**src/rtl/dcft_pkg.sv**
```systemverilog
package dcft_pkg;
	localparam logic [3:0] DCFT_ADDR_CLOCK_CONFIG = 4'h0;
	localparam logic [3:0] DCFT_ADDR_STEADY_STATE = 4'h4;
	localparam logic [3:0] DCFT_ADDR_TRANSITION   = 4'h8;
	localparam logic [3:0] DCFT_ADDR_STATUS       = 4'hc;
	localparam int DCFT_SRC_POS  = 6;
	localparam int DCFT_DIV_POS  = 4;
	localparam int DCFT_FDIV_POS = 0;
	localparam int DCFT_TIME_W   = 10;
	localparam logic [15:0] DCFT_CLOCK_CONFIG_MASK = 16'h00f7;
	localparam logic [15:0] DCFT_TIME_MASK         = 16'h03ff;
	localparam logic [7:0]  DCFT_CLOCK_CONFIG_RST  = 8'h00;
	localparam logic [9:0]  DCFT_STEADY_STATE_RST  = 10'h08a;
	localparam logic [9:0]  DCFT_TRANSITION_RST    = 10'h055;
	localparam logic [1:0]  DCFT_SRC_PLL      = 2'h3;
	localparam logic [1:0]  DCFT_SRC_VCO_DIV3 = 2'h2;
	localparam logic [1:0]  DCFT_SRC_VCO_DIV2 = 2'h1;
	localparam logic [1:0]  DCFT_SRC_VCO_DIVR = 2'h0;
	localparam logic [1:0]  DCFT_DIV_1X = 2'h0;
	localparam logic [1:0]  DCFT_DIV_2  = 2'h1;
	localparam logic [1:0]  DCFT_DIV_3  = 2'h2;

	typedef struct packed {
		logic [3:0]  addr;
		logic [15:0] wdata;
		logic        wr;
		logic        rd;
	} dcft_bus_req_t;

	typedef struct packed {
		logic [1:0] source_select;
		logic [1:0] divider;
		logic [2:0] filter_divider;
		logic [9:0] steady_state_delay;
		logic [9:0] transition_duration;
	} dcft_cfg_t;

	typedef enum logic [1:0] {
		DCFT_IDLE       = 2'b00,
		DCFT_TRANSITION = 2'b01,
		DCFT_FAST       = 2'b11,
		DCFT_STEADY     = 2'b10
	} dcft_filt_state_t;

	// ratio minus one; returns zero for 1x
	function automatic logic [2:0] dcft_fdiv_ratio(input logic [2:0] code);
		dcft_fdiv_ratio = code;
	endfunction : dcft_fdiv_ratio
endpackage : dcft_pkg

```
**src/rtl/dcft_divider.sv**
```systemverilog
`timescale 1ns/1ps
`default_nettype none
module dcft_divider
	import dcft_pkg::*;
(
	input  wire logic       clk,
	input  wire logic       rst_n,
	input  wire logic       en_in,
	input  wire logic [2:0] ratio_m1,
	output logic            en_out
);
	// ************************************
	// divide an enable train by ratio_m1+1
	// ************************************
	typedef struct packed {
		logic [2:0] cnt;
	} dcft_div_state_t;

	dcft_div_state_t st;
	dcft_div_state_t next_st;

	always_comb begin
		next_st = st;
		if (en_in) begin
			if (st.cnt >= ratio_m1) begin
				next_st.cnt = 3'h0;
			end else begin
				next_st.cnt = st.cnt + 3'h1;
			end
		end
	end

	always_ff @(posedge clk) begin
		if (!rst_n) begin
			st <= '0;
		end else begin
			st <= next_st;
		end
	end

	assign en_out = en_in && (st.cnt >= ratio_m1);
endmodule : dcft_divider
`default_nettype wire

```
**src/rtl/dcft_filter_seq.sv**
```systemverilog
`timescale 1ns/1ps
`default_nettype none
module dcft_filter_seq
	import dcft_pkg::*;
(
	input  wire logic       clk,
	input  wire logic       rst_n,
	input  wire logic       tick,
	input  wire logic       start,
	input  wire logic [9:0] steady_state_delay,
	input  wire logic [9:0] transition_duration,
	output logic            transition_mode,
	output logic            steady_state_en,
	output logic [9:0]      elapsed
);
	// ************************************
	// rc filter mode sequencing
	// ************************************
	typedef struct packed {
		dcft_filt_state_t fs;
		logic [9:0]       cnt;
		logic             tm;
		logic             ss;
	} dcft_seq_state_t;

	dcft_seq_state_t st;
	dcft_seq_state_t next_st;

	always_comb begin
		next_st = st;
		if (start) begin
			next_st.fs  = DCFT_TRANSITION;
			next_st.cnt = 10'h000;
		end else if (tick) begin
			unique case (st.fs)
				DCFT_IDLE: begin
				end
				DCFT_TRANSITION: begin
					next_st.cnt = st.cnt + 10'h001;
					if (st.cnt + 10'h001 >= transition_duration) begin
						// both limits on one tick: go straight to steady so the delay stays exact
						if (st.cnt + 10'h001 >= steady_state_delay) begin
							next_st.fs = DCFT_STEADY;
						end else begin
							next_st.fs = DCFT_FAST;
						end
					end
				end
				DCFT_FAST: begin
					next_st.cnt = st.cnt + 10'h001;
					// delay counts from transition start, so keep counting
					if (st.cnt + 10'h001 >= steady_state_delay) begin
						next_st.fs = DCFT_STEADY;
					end
				end
				DCFT_STEADY: begin
				end
			endcase
		end
		next_st.tm = (next_st.fs == DCFT_TRANSITION);
		next_st.ss = (next_st.fs == DCFT_STEADY);
	end

	always_ff @(posedge clk) begin
		if (!rst_n) begin
			st <= '{fs: DCFT_IDLE, cnt: 10'h000, tm: 1'b0, ss: 1'b0};
		end else begin
			st <= next_st;
		end
	end

	assign transition_mode = st.tm;
	assign steady_state_en = st.ss;
	assign elapsed         = st.cnt;
endmodule : dcft_filter_seq
`default_nettype wire

```
**src/rtl/dcft_top.sv**
```systemverilog
`timescale 1ns/1ps
`default_nettype none
module dcft_top
	import dcft_pkg::*;
(
	input  wire logic        clk,
	input  wire logic        rst_n,
	input  wire logic        pll_output_clock,
	input  wire logic        vco_div3_clock,
	input  wire logic        vco_div2_clock,
	input  wire logic        vco_divider_clock,
	input  wire logic        filter_start,
	input  wire logic [3:0]  addr,
	input  wire logic [15:0] wdata,
	input  wire logic        wr,
	input  wire logic        rd,
	output logic [15:0]      rdata,
	output logic             dac_clock_en,
	output logic             filter_clock_en,
	output logic             transition_mode,
	output logic             steady_state_en
);
	// ************************************
	// state
	// ************************************
	// source clocks arrive as per-cycle enables, synchronous to clk
	typedef struct packed {
		dcft_cfg_t  cfg;
		logic [15:0] rdata;
		logic [1:0]  div_cnt;
		logic        dac_en;
		logic        half;
	} dcft_top_state_t;

	dcft_top_state_t st;
	dcft_top_state_t next_st;
	dcft_bus_req_t   req;
	logic            src_en;
	logic            half_en;
	logic            fclk_en;
	logic            tm;
	logic            ss;
	logic [9:0]      elapsed;

	assign req = '{addr: addr, wdata: wdata, wr: wr, rd: rd};

	always_comb begin
		unique case (st.cfg.source_select)
			DCFT_SRC_PLL:      src_en = pll_output_clock;
			DCFT_SRC_VCO_DIV3: src_en = vco_div3_clock;
			DCFT_SRC_VCO_DIV2: src_en = vco_div2_clock;
			DCFT_SRC_VCO_DIVR: src_en = vco_divider_clock;
		endcase
	end

	// filter path halves the selected source before its divider
	assign half_en = src_en && st.half;

	always_comb begin
		next_st = st;
		next_st.rdata = 16'h0000;
		next_st.dac_en = 1'b0;
		// ************************************
		// dac clock divider
		// ************************************
		if (src_en) begin
			next_st.half = ~st.half;
			unique case (st.cfg.divider)
				DCFT_DIV_2: begin
					next_st.div_cnt = {1'b0, ~st.div_cnt[0]};
					next_st.dac_en  = st.div_cnt[0];
				end
				DCFT_DIV_3, 2'h3: begin
					// uneven duty: pulse on one of three edges
					next_st.div_cnt = (st.div_cnt >= 2'h2) ? 2'h0 : st.div_cnt + 2'h1;
					next_st.dac_en  = (st.div_cnt == 2'h2);
				end
				default: begin
					next_st.div_cnt = 2'h0;
					next_st.dac_en  = 1'b1;
				end
			endcase
		end
		// ************************************
		// register writes
		// ************************************
		if (req.wr) begin
			unique case (req.addr)
				DCFT_ADDR_CLOCK_CONFIG: begin
					next_st.cfg.source_select  = req.wdata[DCFT_SRC_POS +: 2];
					next_st.cfg.divider        = req.wdata[DCFT_DIV_POS +: 2];
					next_st.cfg.filter_divider = req.wdata[DCFT_FDIV_POS +: 3];
				end
				DCFT_ADDR_STEADY_STATE: begin
					next_st.cfg.steady_state_delay = req.wdata[DCFT_TIME_W-1:0];
				end
				DCFT_ADDR_TRANSITION: begin
					next_st.cfg.transition_duration = req.wdata[DCFT_TIME_W-1:0];
				end
				default: begin
				end
			endcase
		end
		// ************************************
		// register reads
		// ************************************
		if (req.rd) begin
			unique case (req.addr)
				DCFT_ADDR_CLOCK_CONFIG: begin
					next_st.rdata = {8'h00, st.cfg.source_select, st.cfg.divider,
						1'b0, st.cfg.filter_divider} & DCFT_CLOCK_CONFIG_MASK;
				end
				DCFT_ADDR_STEADY_STATE: begin
					next_st.rdata = {6'h00, st.cfg.steady_state_delay} & DCFT_TIME_MASK;
				end
				DCFT_ADDR_TRANSITION: begin
					next_st.rdata = {6'h00, st.cfg.transition_duration} & DCFT_TIME_MASK;
				end
				DCFT_ADDR_STATUS: begin
					next_st.rdata = {4'h0, ss, tm, elapsed};
				end
				default: begin
					next_st.rdata = 16'h0000;
				end
			endcase
		end
	end

	always_ff @(posedge clk) begin
		if (!rst_n) begin
			st.cfg.source_select       <= DCFT_CLOCK_CONFIG_RST[DCFT_SRC_POS +: 2];
			st.cfg.divider             <= DCFT_CLOCK_CONFIG_RST[DCFT_DIV_POS +: 2];
			st.cfg.filter_divider      <= DCFT_CLOCK_CONFIG_RST[DCFT_FDIV_POS +: 3];
			st.cfg.steady_state_delay  <= DCFT_STEADY_STATE_RST;
			st.cfg.transition_duration <= DCFT_TRANSITION_RST;
			st.rdata                   <= 16'h0000;
			st.div_cnt                 <= 2'h0;
			st.dac_en                  <= 1'b0;
			st.half                    <= 1'b0;
		end else begin
			st <= next_st;
		end
	end

	dcft_divider u_fdiv (
		.clk      (clk),
		.rst_n    (rst_n),
		.en_in    (half_en),
		.ratio_m1 (dcft_fdiv_ratio(st.cfg.filter_divider)),
		.en_out   (fclk_en)
	);

	// sequencer timed by the divided dac clock
	dcft_filter_seq u_seq (
		.clk                 (clk),
		.rst_n               (rst_n),
		.tick                (st.dac_en),
		.start               (filter_start),
		.steady_state_delay  (st.cfg.steady_state_delay),
		.transition_duration (st.cfg.transition_duration),
		.transition_mode     (tm),
		.steady_state_en     (ss),
		.elapsed             (elapsed)
	);

	assign rdata           = st.rdata;
	assign dac_clock_en    = st.dac_en;
	assign filter_clock_en = fclk_en;
	assign transition_mode = tm;
	assign steady_state_en = ss;
endmodule : dcft_top
`default_nettype wire

```
**config.mk**
```make
export PLATFORM = sky130hd
export DESIGN_NAME = dcft_top
export DESIGN_NICKNAME = d
export VERILOG_FILES = /design/src/rtl/dcft_pkg.sv /design/src/rtl/dcft_divider.sv /design/src/rtl/dcft_filter_seq.sv /design/src/rtl/dcft_top.sv
export SDC_FILE = /design/constraint.sdc
export NUM_CORES = 1
export LEC_CHECK = 0
export BUFFER_PORTS_ARGS = -buffer_cell sky130_fd_sc_hd__buf_2
export CAP_MARGIN = 10
export CORE_MARGIN = 2
export CORE_UTILIZATION = 55
export CTS_CLUSTER_DIAMETER = 40
export CTS_CLUSTER_SIZE = 10
export DETAILED_ROUTE_END_ITERATION = 10
export HOLD_SLACK_MARGIN = 0.03
export PLACE_DENSITY = 0.82
export SLEW_MARGIN = 40
export SYNTH_ARGS = -nofsm -noshare
export SYNTH_HDL_FRONTEND = slang
export SYNTH_HIERARCHICAL = 1
export SYNTH_SLANG_ARGS = --single-unit
```
**constraint.sdc**
```tcl
create_clock -name clk -period 4.1 [get_ports clk]
set_input_delay 1.23 -clock clk [delete_from_list [all_inputs] [get_ports clk]]
set_output_delay 1.23 -clock clk [all_outputs]
set_load 0.05 [all_outputs]
```
==> flow_summary.yaml, run 1 <==
logic_synthesis:
  ys_async_sr_fraction_pct: 0
  yosys.area_share.xor_xnor_pct: 3.53
  synth_top_family_by_area: "simple AND/OR/NAND/NOR gates"
  synth-adder-area-share_pct: 9.00
  syn-instance-count: 394
  synth_sequential_area_ratio_pct: 34.5
  post_synth_num_cell_types: 54
  synth_compound_area_share_pct: 13.9
  postSynthRegisterBits: 60
  synth_enable_flop_cells: 0
  dominantRegCellSynth: "sky130_fd_sc_hd__dfxtp_1"
  synth_simple_gate_area_share_pct: 18.6
  syn-cell-area_um2: 3480
  synthMuxAreaShare_pct: 9.54
  yosys_warnings: 6
  post_synthesis_mean_instance_area_um2: 8.83
power_and_ir_drop:
  vdd_ir_drop_max_mv: 0.234
  design_power_total_uw: 1370
  power_per_cell_area_nw_per_um2: 364
  leakage_uw: 0.00154
hold_path:
  hold_path_end: "st[21]$_SDFFE_PN0P_"
  timing.hold.worst.class: "flip-flop to flip-flop"
  hold_path_startpoint: "st[21]$_SDFFE_PN0P_"
  hold_depth: 2
route:
  wl_per_cell_um: 15.5
  vias: 2829
  ant_nets: 0
  starting_drc_count_in_detailed_routing: 194
  postRouteWirelength_um: 7520
  total_iterations_of_the_first_detailed_routing_run: 5
  via_per_inst: 5.85
  drc_errors: 0
sta:
  timing.setup.tns_ns: 0
  slew_violations: 0
  report.final.hold_viol_count: 0
  fmax_mhz: 268
  slew_headroom_pct: 53.5
  rsz0062_at_grt: "false"
  tightest_slew_ns: 0.692
  fin_crit_sh_pct: 91.0
  finalWorstPathRequiredPeriod_ns: 3.73
  final.setup_skew_ns: 0.00868
  setup_violation_total_in_the_final_timing_report: 0
critical_path:
  crit_arrival_ns: 2.50
  crit_path_start_kind: "input port"
  reg2reg_setup_slack_ns: 0.97
  startpoint_of_the_worst_register_to_register_path: "u_seq/elapsed[0]$_SDFFE_PP0P_"
  worstPathMaxFanout: 7
  critical_path_required_ns: 2.87
  setup.worst_path.class: "input port to output port"
  r2r.worst_path.cells: 11
  worst_r2r_endpoint: "u_seq/steady_state_en$_SDFF_PN0_"
  worst_stage_delay_on_the_critical_path_ns: 0.54
  cp_cell_sequence: "buf_2 > mux4_2 > and2_1 > and2_1 > buf_2"
  critPathCaptureType: "output port"
  critical_path.slowest_cell: "sky130_fd_sc_hd__mux4_2"
floorplan:
  die_height_um: 83.5
  io_pins: 49
  floorplan.initialDensity_pct: 57.7
  core-area_um2: 6030
  core.rowCount: 28
  floorplan.die.width_um: 83.5
  design.die.area_um2: 6970
clocking:
  ctsHoldBuffers: 0
  clk_root_buffer_cell: "sky130_fd_sc_hd__clkbuf_8"
  numClockSinks: 60
  post_cts_buffers: 0
  tritoncts: "done"
  cts_inserted_buffers: 9
  clock_latency_ns: 0.34
  htreeDepth: 3
  clock_path_buffers: 2
  worst_setup_hold_path_clk_slew_ns: 0.07
  number_of_cells_upsized_or_downsized_after_cts: 0
layout:
  syn_to_final_growth_pct: 8.02
  fillerInstances: 518
  insertedDiodeCount: 0
  area_of_the_multi_input_gates_um2: 1920
  fraction_of_layout_instances_using_a_drive_strength_above_1_pct: 16.9
  finalNetCount: 458
  area.sequential_um2: 1200
global_route:
  grt.total_usage_pct: 22.2
  grt_pass1_vias: 2574
  grt_overflow_total: 0
  grt_pass1_wl_um: 12400
  grt_start_max_net_pins: 32
  grt_antenna_before_repair: 0
placement:
  detailed_place_hpwl_um: 5580
  place.gp.congestion: 0.862
  quantity_of_i_o_buffers_inserted_on_ports: 38
status:
  run_status: "finished clean"
flow_run:
  max-cap-violations: 0
synth_stat cells, types with 2 or more instances:
library cell | number | area, um2
sky130_fd_sc_hd__mux4_2 | 3 | 67.6
sky130_fd_sc_hd__nand3_1 | 19 | 95.1
sky130_fd_sc_hd__a21boi_1 | 2 | 15.0
sky130_fd_sc_hd__nor2b_1 | 6 | 37.5
sky130_fd_sc_hd__mux2i_1 | 23 | 230
sky130_fd_sc_hd__o21ai_1 | 2 | 10.0
sky130_fd_sc_hd__or3_1 | 6 | 37.5
sky130_fd_sc_hd__a211oi_1 | 2 | 15.0
sky130_fd_sc_hd__mux2_2 | 3 | 33.8
sky130_fd_sc_hd__or4b_1 | 2 | 20.0
sky130_fd_sc_hd__buf_1 | 2 | 7.51
sky130_fd_sc_hd__inv_1 | 25 | 93.8
sky130_fd_sc_hd__ha_1 | 25 | 313
sky130_fd_sc_hd__clkbuf_1 | 9 | 33.8
sky130_fd_sc_hd__dfxtp_1 | 60 | 1200
sky130_fd_sc_hd__and4_1 | 2 | 17.5
sky130_fd_sc_hd__o2111ai_1 | 4 | 35.0
sky130_fd_sc_hd__nor2_1 | 21 | 78.8
sky130_fd_sc_hd__and2_1 | 4 | 25.0
sky130_fd_sc_hd__buf_2 | 3 | 15.0
sky130_fd_sc_hd__o21ai_0 | 19 | 95.1
sky130_fd_sc_hd__a22oi_1 | 3 | 22.5
sky130_fd_sc_hd__nand2b_1 | 5 | 31.3
sky130_fd_sc_hd__xnor2_1 | 8 | 70.1
sky130_fd_sc_hd__o31a_1 | 5 | 43.8
sky130_fd_sc_hd__nand2_1 | 35 | 131
sky130_fd_sc_hd__buf_4 | 27 | 203
sky130_fd_sc_hd__o22a_1 | 5 | 43.8
sky130_fd_sc_hd__nand2_2 | 2 | 12.5
sky130_fd_sc_hd__a21oi_1 | 21 | 105
sky130_fd_sc_hd__xor2_1 | 6 | 52.6
sky130_fd_sc_hd__buf_6 | 2 | 22.5
sky130_fd_sc_hd__nor3_1 | 4 | 20.0
sky130_fd_sc_hd__nand4_1 | 6 | 37.5
sky130_fd_sc_hd__o211ai_1 | 3 | 22.5
sky130_fd_sc_hd__and3_1 | 2 | 12.5
report_power, final:
part	switching, uW	internal [uW]
Combinational	71.9	35.0
Clock	242	420
Sequential	7.66	591
cells by family after synthesis:
kind of cell,after synthesis
AOI/OAI and AO/OA,74
xor gates and xnor gates,14
adders and majority gates,25
buffers and inverters,68
DFF,60
muxes,29
other,1
and+or+nand+nor,123
placed cells by master, fill, tap and decap left out, drive strengths merged, types with 5 or more instances in the layout:
cell type,Yosys,routed
ha,25,25
o21ai,21,21
xor2,6,6
nand2b,5,5
nor2,21,21
nor3,6,6
buf,34,39
nand3,19,19
o31a,5,5
o22a,5,5
nand4,6,6
dfxtp,60,60
clkbuf,9,10
or3,6,6
nor2b,7,7
nand2,37,37
xnor2,8,8
mux2i,23,23
inv,25,25
a21oi,22,22
worst max-delay path by stage:
stage / endpoint / from / slack, ns / depth (start not counted)
after detailed placement: filter_clock_en / pll_output_clock / 0.39 / 5
after CTS: filter_clock_en / pll_output_clock / 0.38 / 5
after global placement: filter_clock_en / pll_output_clock / 0.41 / 5
after global routing: filter_clock_en / pll_output_clock / 0.32 / 5
final: filter_clock_en / pll_output_clock / 0.37 / 5
after floorplan: filter_clock_en / pll_output_clock / 0.59 / 3
worst max-delay path: cells and delay by family:
| kind | cells | cell delay [ns] |
|---|---|---|
| AND/OR/NAND/NOR | 2 | 0.44 |
| buffers and inverters | 2 | 0.30 |
| multiplexers | 1 | 0.54 |
final cells by class:
class / instances / area share [%]
Clock buffer: 10 / 3.66
Clock inverter: 6 / 2.96
Inverter: 25 / 2.50
Multi-Input combinational cell: 269 / 51.1
Sequential cell: 60 / 32.0
Tap cell: 75 / 2.50
Timing Repair Buffer: 39 / 5.26
metrics by stage:
step                instance area [um2]  cells  setup slack, ns  util (%)  hold WS, ns
floorplan                          3490    397            0.592         -        0.445
global placement                   3500    468            0.415      58.1        0.460
detailed placement                 3510    468            0.390      58.2        0.469
CTS                                3760    484            0.382      62.3        0.479
global route                       3760    484            0.322      62.3        0.502
finish                             3760    484            0.367      62.3        0.477
flip-flops by register name, indices dropped and copies added (netlist names):
register	cells
st	30
rdata	12
u_seq/elapsed	10
u_fdiv/st	3
u_seq/st	2
dac_clock_en	1
u_seq/steady_state_en	1
u_seq/transition_mode	1
per-layer routing:
metal / wire length [um] / share of wire, % / global-route usage [%] / up-vias
met1: 3370 / 45 / 28.7 / 1354
li1: - / - / - / 1376
met4: 119 / 1.6 / 7.92 / 0
met5: 0 / 0 / 0 / -
met2: 3530 / 47 / 35.5 / 88
met3: 501 / 6.7 / 6.23 / 11
(Power assumes the default switching activity.)
==> run 2, diff against run 1 <==
--- a/config.mk
+++ b/config.mk
@@ -8,12 +8,13 @@
 export BUFFER_PORTS_ARGS = -buffer_cell sky130_fd_sc_hd__buf_2
 export CAP_MARGIN = 10
 export CORE_MARGIN = 2
-export CORE_UTILIZATION = 55
+export CORE_UTILIZATION = 52
 export CTS_CLUSTER_DIAMETER = 40
 export CTS_CLUSTER_SIZE = 10
 export DETAILED_ROUTE_END_ITERATION = 10
 export HOLD_SLACK_MARGIN = 0.03
-export PLACE_DENSITY = 0.82
+export PLACE_DENSITY = 0.81
+export SKIP_CTS_REPAIR_TIMING = 1
 export SLEW_MARGIN = 40
 export SYNTH_ARGS = -nofsm -noshare
 export SYNTH_HDL_FRONTEND = slang
==> constraint.sdc (replaced) <==
create_clock -name clk -period 3.13 [get_ports clk]
set_input_delay 0.939 -clock clk [delete_from_list [all_inputs] [get_ports clk]]
set_output_delay 0.939 -clock clk [all_outputs]
set_load 0.05 [all_outputs]
==> run 2 against run 1 <==
- the run now ends with DRC left
- sequential share of layout area shrank 0.32 points
- largest power group unchanged
- register-to-register slack worse by 0.73 ns
- routed wire length increased by 2.0%
- critical path type unchanged
- power up 26%
==> flow_summary.yaml, run 2 (synthesized netlist as in run 1, its figures left out) <==
route:
  drc_errors: 4
  vias: 2851
  postRouteWirelength_um: 7670
  starting_drc_count_in_detailed_routing: 201
  total_iterations_of_the_first_detailed_routing_run: 10
  ant_nets: 0
  wl_per_cell_um: 15.6
  via_per_inst: 5.78
floorplan:
  floorplan.initialDensity_pct: 54.1
  io_pins: 49
  core-area_um2: 6420
  die_height_um: 85.8
  core.rowCount: 29
  floorplan.die.width_um: 85.8
  design.die.area_um2: 7360
layout:
  fraction_of_layout_instances_using_a_drive_strength_above_1_pct: 17.8
  mostFrequentLayoutCells: "sky130_fd_sc_hd__dfxtp_1 (60), sky130_fd_sc_hd__buf_2 (38), sky130_fd_sc_hd__nand2_1 (35)"
  finalNetCount: 465
  non_filler_instance_count_after_layout: 493
  flip_flop_count_of_the_largest_register_all_copies_and_words_added: 30
  layout.cells.most_common: "sky130_fd_sc_hd__dfxtp_1"
  largest_register: "st"
  insertedDiodeCount: 0
  syn_to_final_growth_pct: 9.10
sta:
  fmax_mhz: 337
  slew_violations: 0
  fin_crit_sh_pct: 94.8
  timing.hold.ws_ns: 0.481
  setup_violation_total_in_the_final_timing_report: 0
  rsz0062_at_grt: "false"
  report.final.hold_viol_count: 0
  slew_headroom_pct: 57.1
  finalWorstPathRequiredPeriod_ns: 2.97
  tightest_slew_ns: 0.643
  final.setup_skew_ns: 0.0121
  timing.setup.tns_ns: 0
clocking:
  worst_setup_hold_path_clk_slew_ns: 0.07
  clock_latency_ns: 0.34
  clock_path_buffers: 2
  clk_root_buffer_cell: "sky130_fd_sc_hd__clkbuf_8"
  numClockSinks: 60
  htreeDepth: 3
  tritoncts: "done"
  cts_inserted_buffers: 9
flow_run:
  max-cap-violations: 0
placement:
  quantity_of_i_o_buffers_inserted_on_ports: 38
  detailed_place_hpwl_um: 5800
  place.gp.congestion: 0.955
  dp.cells: 477
power_and_ir_drop:
  vdd_ir_drop_max_mv: 0.297
  power_per_cell_area_nw_per_um2: 453
  leakage_uw: 0.00157
critical_path:
  crit_arrival_ns: 2.03
  worstPathMaxFanout: 2
  critPathCaptureType: "output port"
  crit_path_start_kind: "input port"
  critical_path_required_ns: 2.19
  setup.worst_path.class: "input port to output port"
global_route:
  use_met2_pct: 36.0
  grt_antenna_before_repair: 0
  grt_start_max_net_pins: 27
  met3_grt_util_pct: 4.91
  grt_pass1_wl_um: 12700
  grt_pass1_vias: 2670
  most_heavily_used_metal_layer_in_global_routing: "met2"
  grt.total_usage_pct: 22.4
  grt_overflow_total: 0
  use_met1_pct: 28.5
hold_path:
  timing.hold.worst.class: "flip-flop to flip-flop"
status:
  failed_checks: "DRC"
  run_status: "complete, but fails checks"
[run 2: path summary, 6_finish.rpt]
check | slack, ns | endpoint | startpoint | depth (start not counted)
max | 0.16 | filter_clock_en | pll_output_clock | 5
min reg2reg | 0.48 | st[3]$_SDFFE_PN0P_ | st[3]$_SDFFE_PN0P_ | 2
max reg2reg | 0.24 | u_seq/steady_state_en$_SDFF_PN0_ | u_seq/elapsed[1]$_SDFFE_PP0P_ | 11
min | 0.48 | st[3]$_SDFFE_PN0P_ | st[3]$_SDFFE_PN0P_ | 2
[run 2: power by group]
part           internal [uW]  total [uW]  leakage (uW)  switching, uW
Combinational           50.4         145      0.000971           94.7
Clock                    494         788      0.000114            294
Sequential               774         784      0.000485           9.86
Total                   1320        1720       0.00157            399
[run 2: layout make-up]
class | count | area (um2)
Inverter | 25 | 93.8
Timing Repair Buffer | 46 | 263
Clock buffer | 13 | 159
Tap cell | 77 | 96.3
Clock inverter | 3 | 68.8
Multi-Input combinational cell | 269 | 1910
Fill cell | 553 | 2630
Sequential cell | 60 | 1200
[run 2: per-layer routing]
layer	routed length (um)	share of wire [%]
met5	0	0
met4	196	2.6
met3	442	5.8
met2	3600	47
met1	3430	45
[run 2: per-stage QoR]
stage / util [%] / area, um2 / setup slack (ns) / power, uW
final: 59.1 / 3790 / 0.162 / 1720
after global routing: 59.1 / 3790 / 0.0627 / 1780
after CTS: 59.1 / 3790 / 0.142 / 1730
after detailed placement: 55.5 / 3570 / 0.158 / 944
after global placement: 55.5 / 3570 / 0.169 / 940
after floorplan: - / 3490 / 0.204 / 900
[run 2: worst max-delay path: stages]
cell                     delay [ns]
sky130_fd_sc_hd__buf_2         0.09
sky130_fd_sc_hd__mux4_2        0.48
sky130_fd_sc_hd__and2_1        0.19
sky130_fd_sc_hd__and2_1        0.13
sky130_fd_sc_hd__buf_2         0.20
==> run 3, diff against run 2 <==
--- a/config.mk
+++ b/config.mk
@@ -12,8 +12,10 @@
 export CTS_CLUSTER_DIAMETER = 40
 export CTS_CLUSTER_SIZE = 10
 export DETAILED_ROUTE_END_ITERATION = 10
+export GPL_TIMING_DRIVEN = 0
 export HOLD_SLACK_MARGIN = 0.03
 export PLACE_DENSITY = 0.81
+export SETUP_SLACK_MARGIN = 0.1
 export SKIP_CTS_REPAIR_TIMING = 1
 export SLEW_MARGIN = 40
 export SYNTH_ARGS = -nofsm -noshare
==> run 3 against run 2 <==
- the run still ends with DRC left
- first-iteration DRC count down 5.5%
- critical endpoint unchanged
- final cell count is 7.5% higher
- power decreased by 6.5%
- die area did not move
- clock power decreased by 16%
- count of clock-buffer cells in the layout decreased by 2
- combinational power increased by 12%
- sequential power hardly changed
==> flow_summary.yaml, run 3 (synthesized netlist as in run 1, its figures left out) <==
layout:
  layout.cells.most_common: "sky130_fd_sc_hd__dfxtp_1"
  syn_to_final_growth_pct: 15.4
  insertedDiodeCount: 0
  fraction_of_layout_instances_using_a_drive_strength_above_1_pct: 24.1
  post-route-cell-area_um2: 4010
  finalNetCount: 502
  largest_register: "st"
  mostFrequentLayoutCells: "sky130_fd_sc_hd__dfxtp_1 (55), sky130_fd_sc_hd__buf_2 (39), sky130_fd_sc_hd__nand2_1 (35)"
  flip_flop_count_of_the_largest_register_all_copies_and_words_added: 30
  fillerInstances: 539
placement:
  place.gp.congestion: 0.897
  detailed_place_hpwl_um: 6210
  quantity_of_i_o_buffers_inserted_on_ports: 37
  placed_cell_area_um2: 3770
floorplan:
  floorplan.initialDensity_pct: 54.1
  core.rowCount: 29
  die_height_um: 85.8
  core-area_um2: 6420
  io_pins: 49
  design.die.area_um2: 7360
  floorplan.die.width_um: 85.8
sta:
  tightest_slew_ns: 0.615
  slew_headroom_pct: 58.8
  slew_violations: 0
  rsz0062_at_grt: "false"
  finalWorstPathRequiredPeriod_ns: 2.99
  report.final.hold_viol_count: 0
  final.setup_skew_ns: 0.0162
  timing.hold.ws_ns: 0.481
  setup_violation_total_in_the_final_timing_report: 0
  fin_crit_sh_pct: 95.7
  fmax_mhz: 334
critical_path:
  critical_path_required_ns: 2.19
  setup.worst_path.class: "input port to output port"
  crit_arrival_ns: 2.06
  worstPathMaxFanout: 4
  critPathLaunch: "pll_output_clock"
  critPathCaptureType: "output port"
  crit_path_start_kind: "input port"
  r2r.worst_path.cells: 11
  startpoint_of_the_worst_register_to_register_path: "u_seq/elapsed[4]$_SDFFE_PP0P_"
clocking:
  worst_setup_hold_path_clk_slew_ns: 0.07
  clock_path_buffers: 2
  numClockSinks: 60
  clock_latency_ns: 0.35
  tritoncts: "done"
  clk_root_buffer_cell: "sky130_fd_sc_hd__clkbuf_8"
  cts_inserted_buffers: 9
  htreeDepth: 3
hold_path:
  timing.hold.worst.class: "flip-flop to flip-flop"
  hold_path_startpoint: "st[3]$_SDFFE_PN0P_"
  hold_depth: 2
route:
  vias: 3074
  starting_drc_count_in_detailed_routing: 190
  wl_per_cell_um: 15.9
  drc_errors: 4
  total_iterations_of_the_first_detailed_routing_run: 8
  ant_nets: 0
  via_per_inst: 5.80
  postRouteWirelength_um: 8450
power_and_ir_drop:
  design_power_total_uw: 1600
  power_frac_seq_pct: 48.9
  part_of_the_total_power_dissipated_in_the_clock_network_pct: 41.0
  internal_power_summed_over_all_cells_uw: 1160
  switching_share_pct: 27.5
  power_per_cell_area_nw_per_um2: 400
  leakage_uw: 0.00170
  vdd_ir_drop_max_mv: 0.359
  power.net_switching_uw: 442
  combPwrFrac_pct: 10.1
global_route:
  grt_start_max_net_pins: 18
  grt.total_usage_pct: 24.1
  grt_overflow_total: 0
  grt_antenna_before_repair: 0
  grt_pass1_vias: 2874
  grt_pass1_wl_um: 13700
status:
  run_status: "complete, but fails checks"
  failed_checks: "DRC"
flow_run:
  max-cap-violations: 0
==> run 3: power groups by stage <==
stage | Combinational [uW] | Clock (uW) | Sequential (uW)
6_report | 162 | 658 | 784
5_1_grt | 174 | 695 | 785
4_1_cts | 151 | 661 | 784
3_5_place_dp | 150 | 0 | 801
3_3_place_gp | 147 | 0 | 801
2_1_floorplan | 95.8 | 0 | 804
==> run 3: critical path, cell delays in order <==
cell	delay (ns)
sky130_fd_sc_hd__buf_2	0.09
sky130_fd_sc_hd__mux4_2	0.54
sky130_fd_sc_hd__and2_4	0.19
sky130_fd_sc_hd__and2_1	0.14
sky130_fd_sc_hd__buf_6	0.15
==> run 3: path summary, 6_finish.rpt <==
check	slack, ns	to
worst max-delay path	0.14	filter_clock_en
worst min-delay path	0.48	st[3]$_SDFFE_PN0P_
worst max register to register	0.36	u_seq/steady_state_en$_SDFF_PN0_
worst min register to register	0.48	st[3]$_SDFFE_PN0P_
==> run 3: routing by layer <==
| layer | wire length, um | track usage, % |
|---|---|---|
| met3 | 613 | 6.54 |
| met2 | 4000 | 39.4 |
| met4 | 206 | 10.1 |
| met5 | 0 | 0 |
| met1 | 3630 | 30.0 |
==> run 3: through the flow <==
step           utilization, %  std cells  worst slack [ns]  setup TNS, ns
3_5_place_dp             58.7        511           -0.0260        -0.0499
5_1_grt                  62.5        530             0.103              0
3_3_place_gp             58.7        511           -0.0251        -0.0251
6_report                 62.5        530             0.135              0
2_1_floorplan               -        397             0.204              0
4_1_cts                  61.6        527           -0.0553        -0.0807
==> run 3: layout make-up <==
type,count,area (um2),area share (%)
multi-input combinational,269,1930,48.1
sequential,60,1210,30.1
buffer,43,282,7.01
timing repair buffer,40,214,5.33
clock buffer,11,151,3.77
tap,77,96.3,2.40
inverter,25,93.8,2.34
clock inverter,5,36.3,0.904
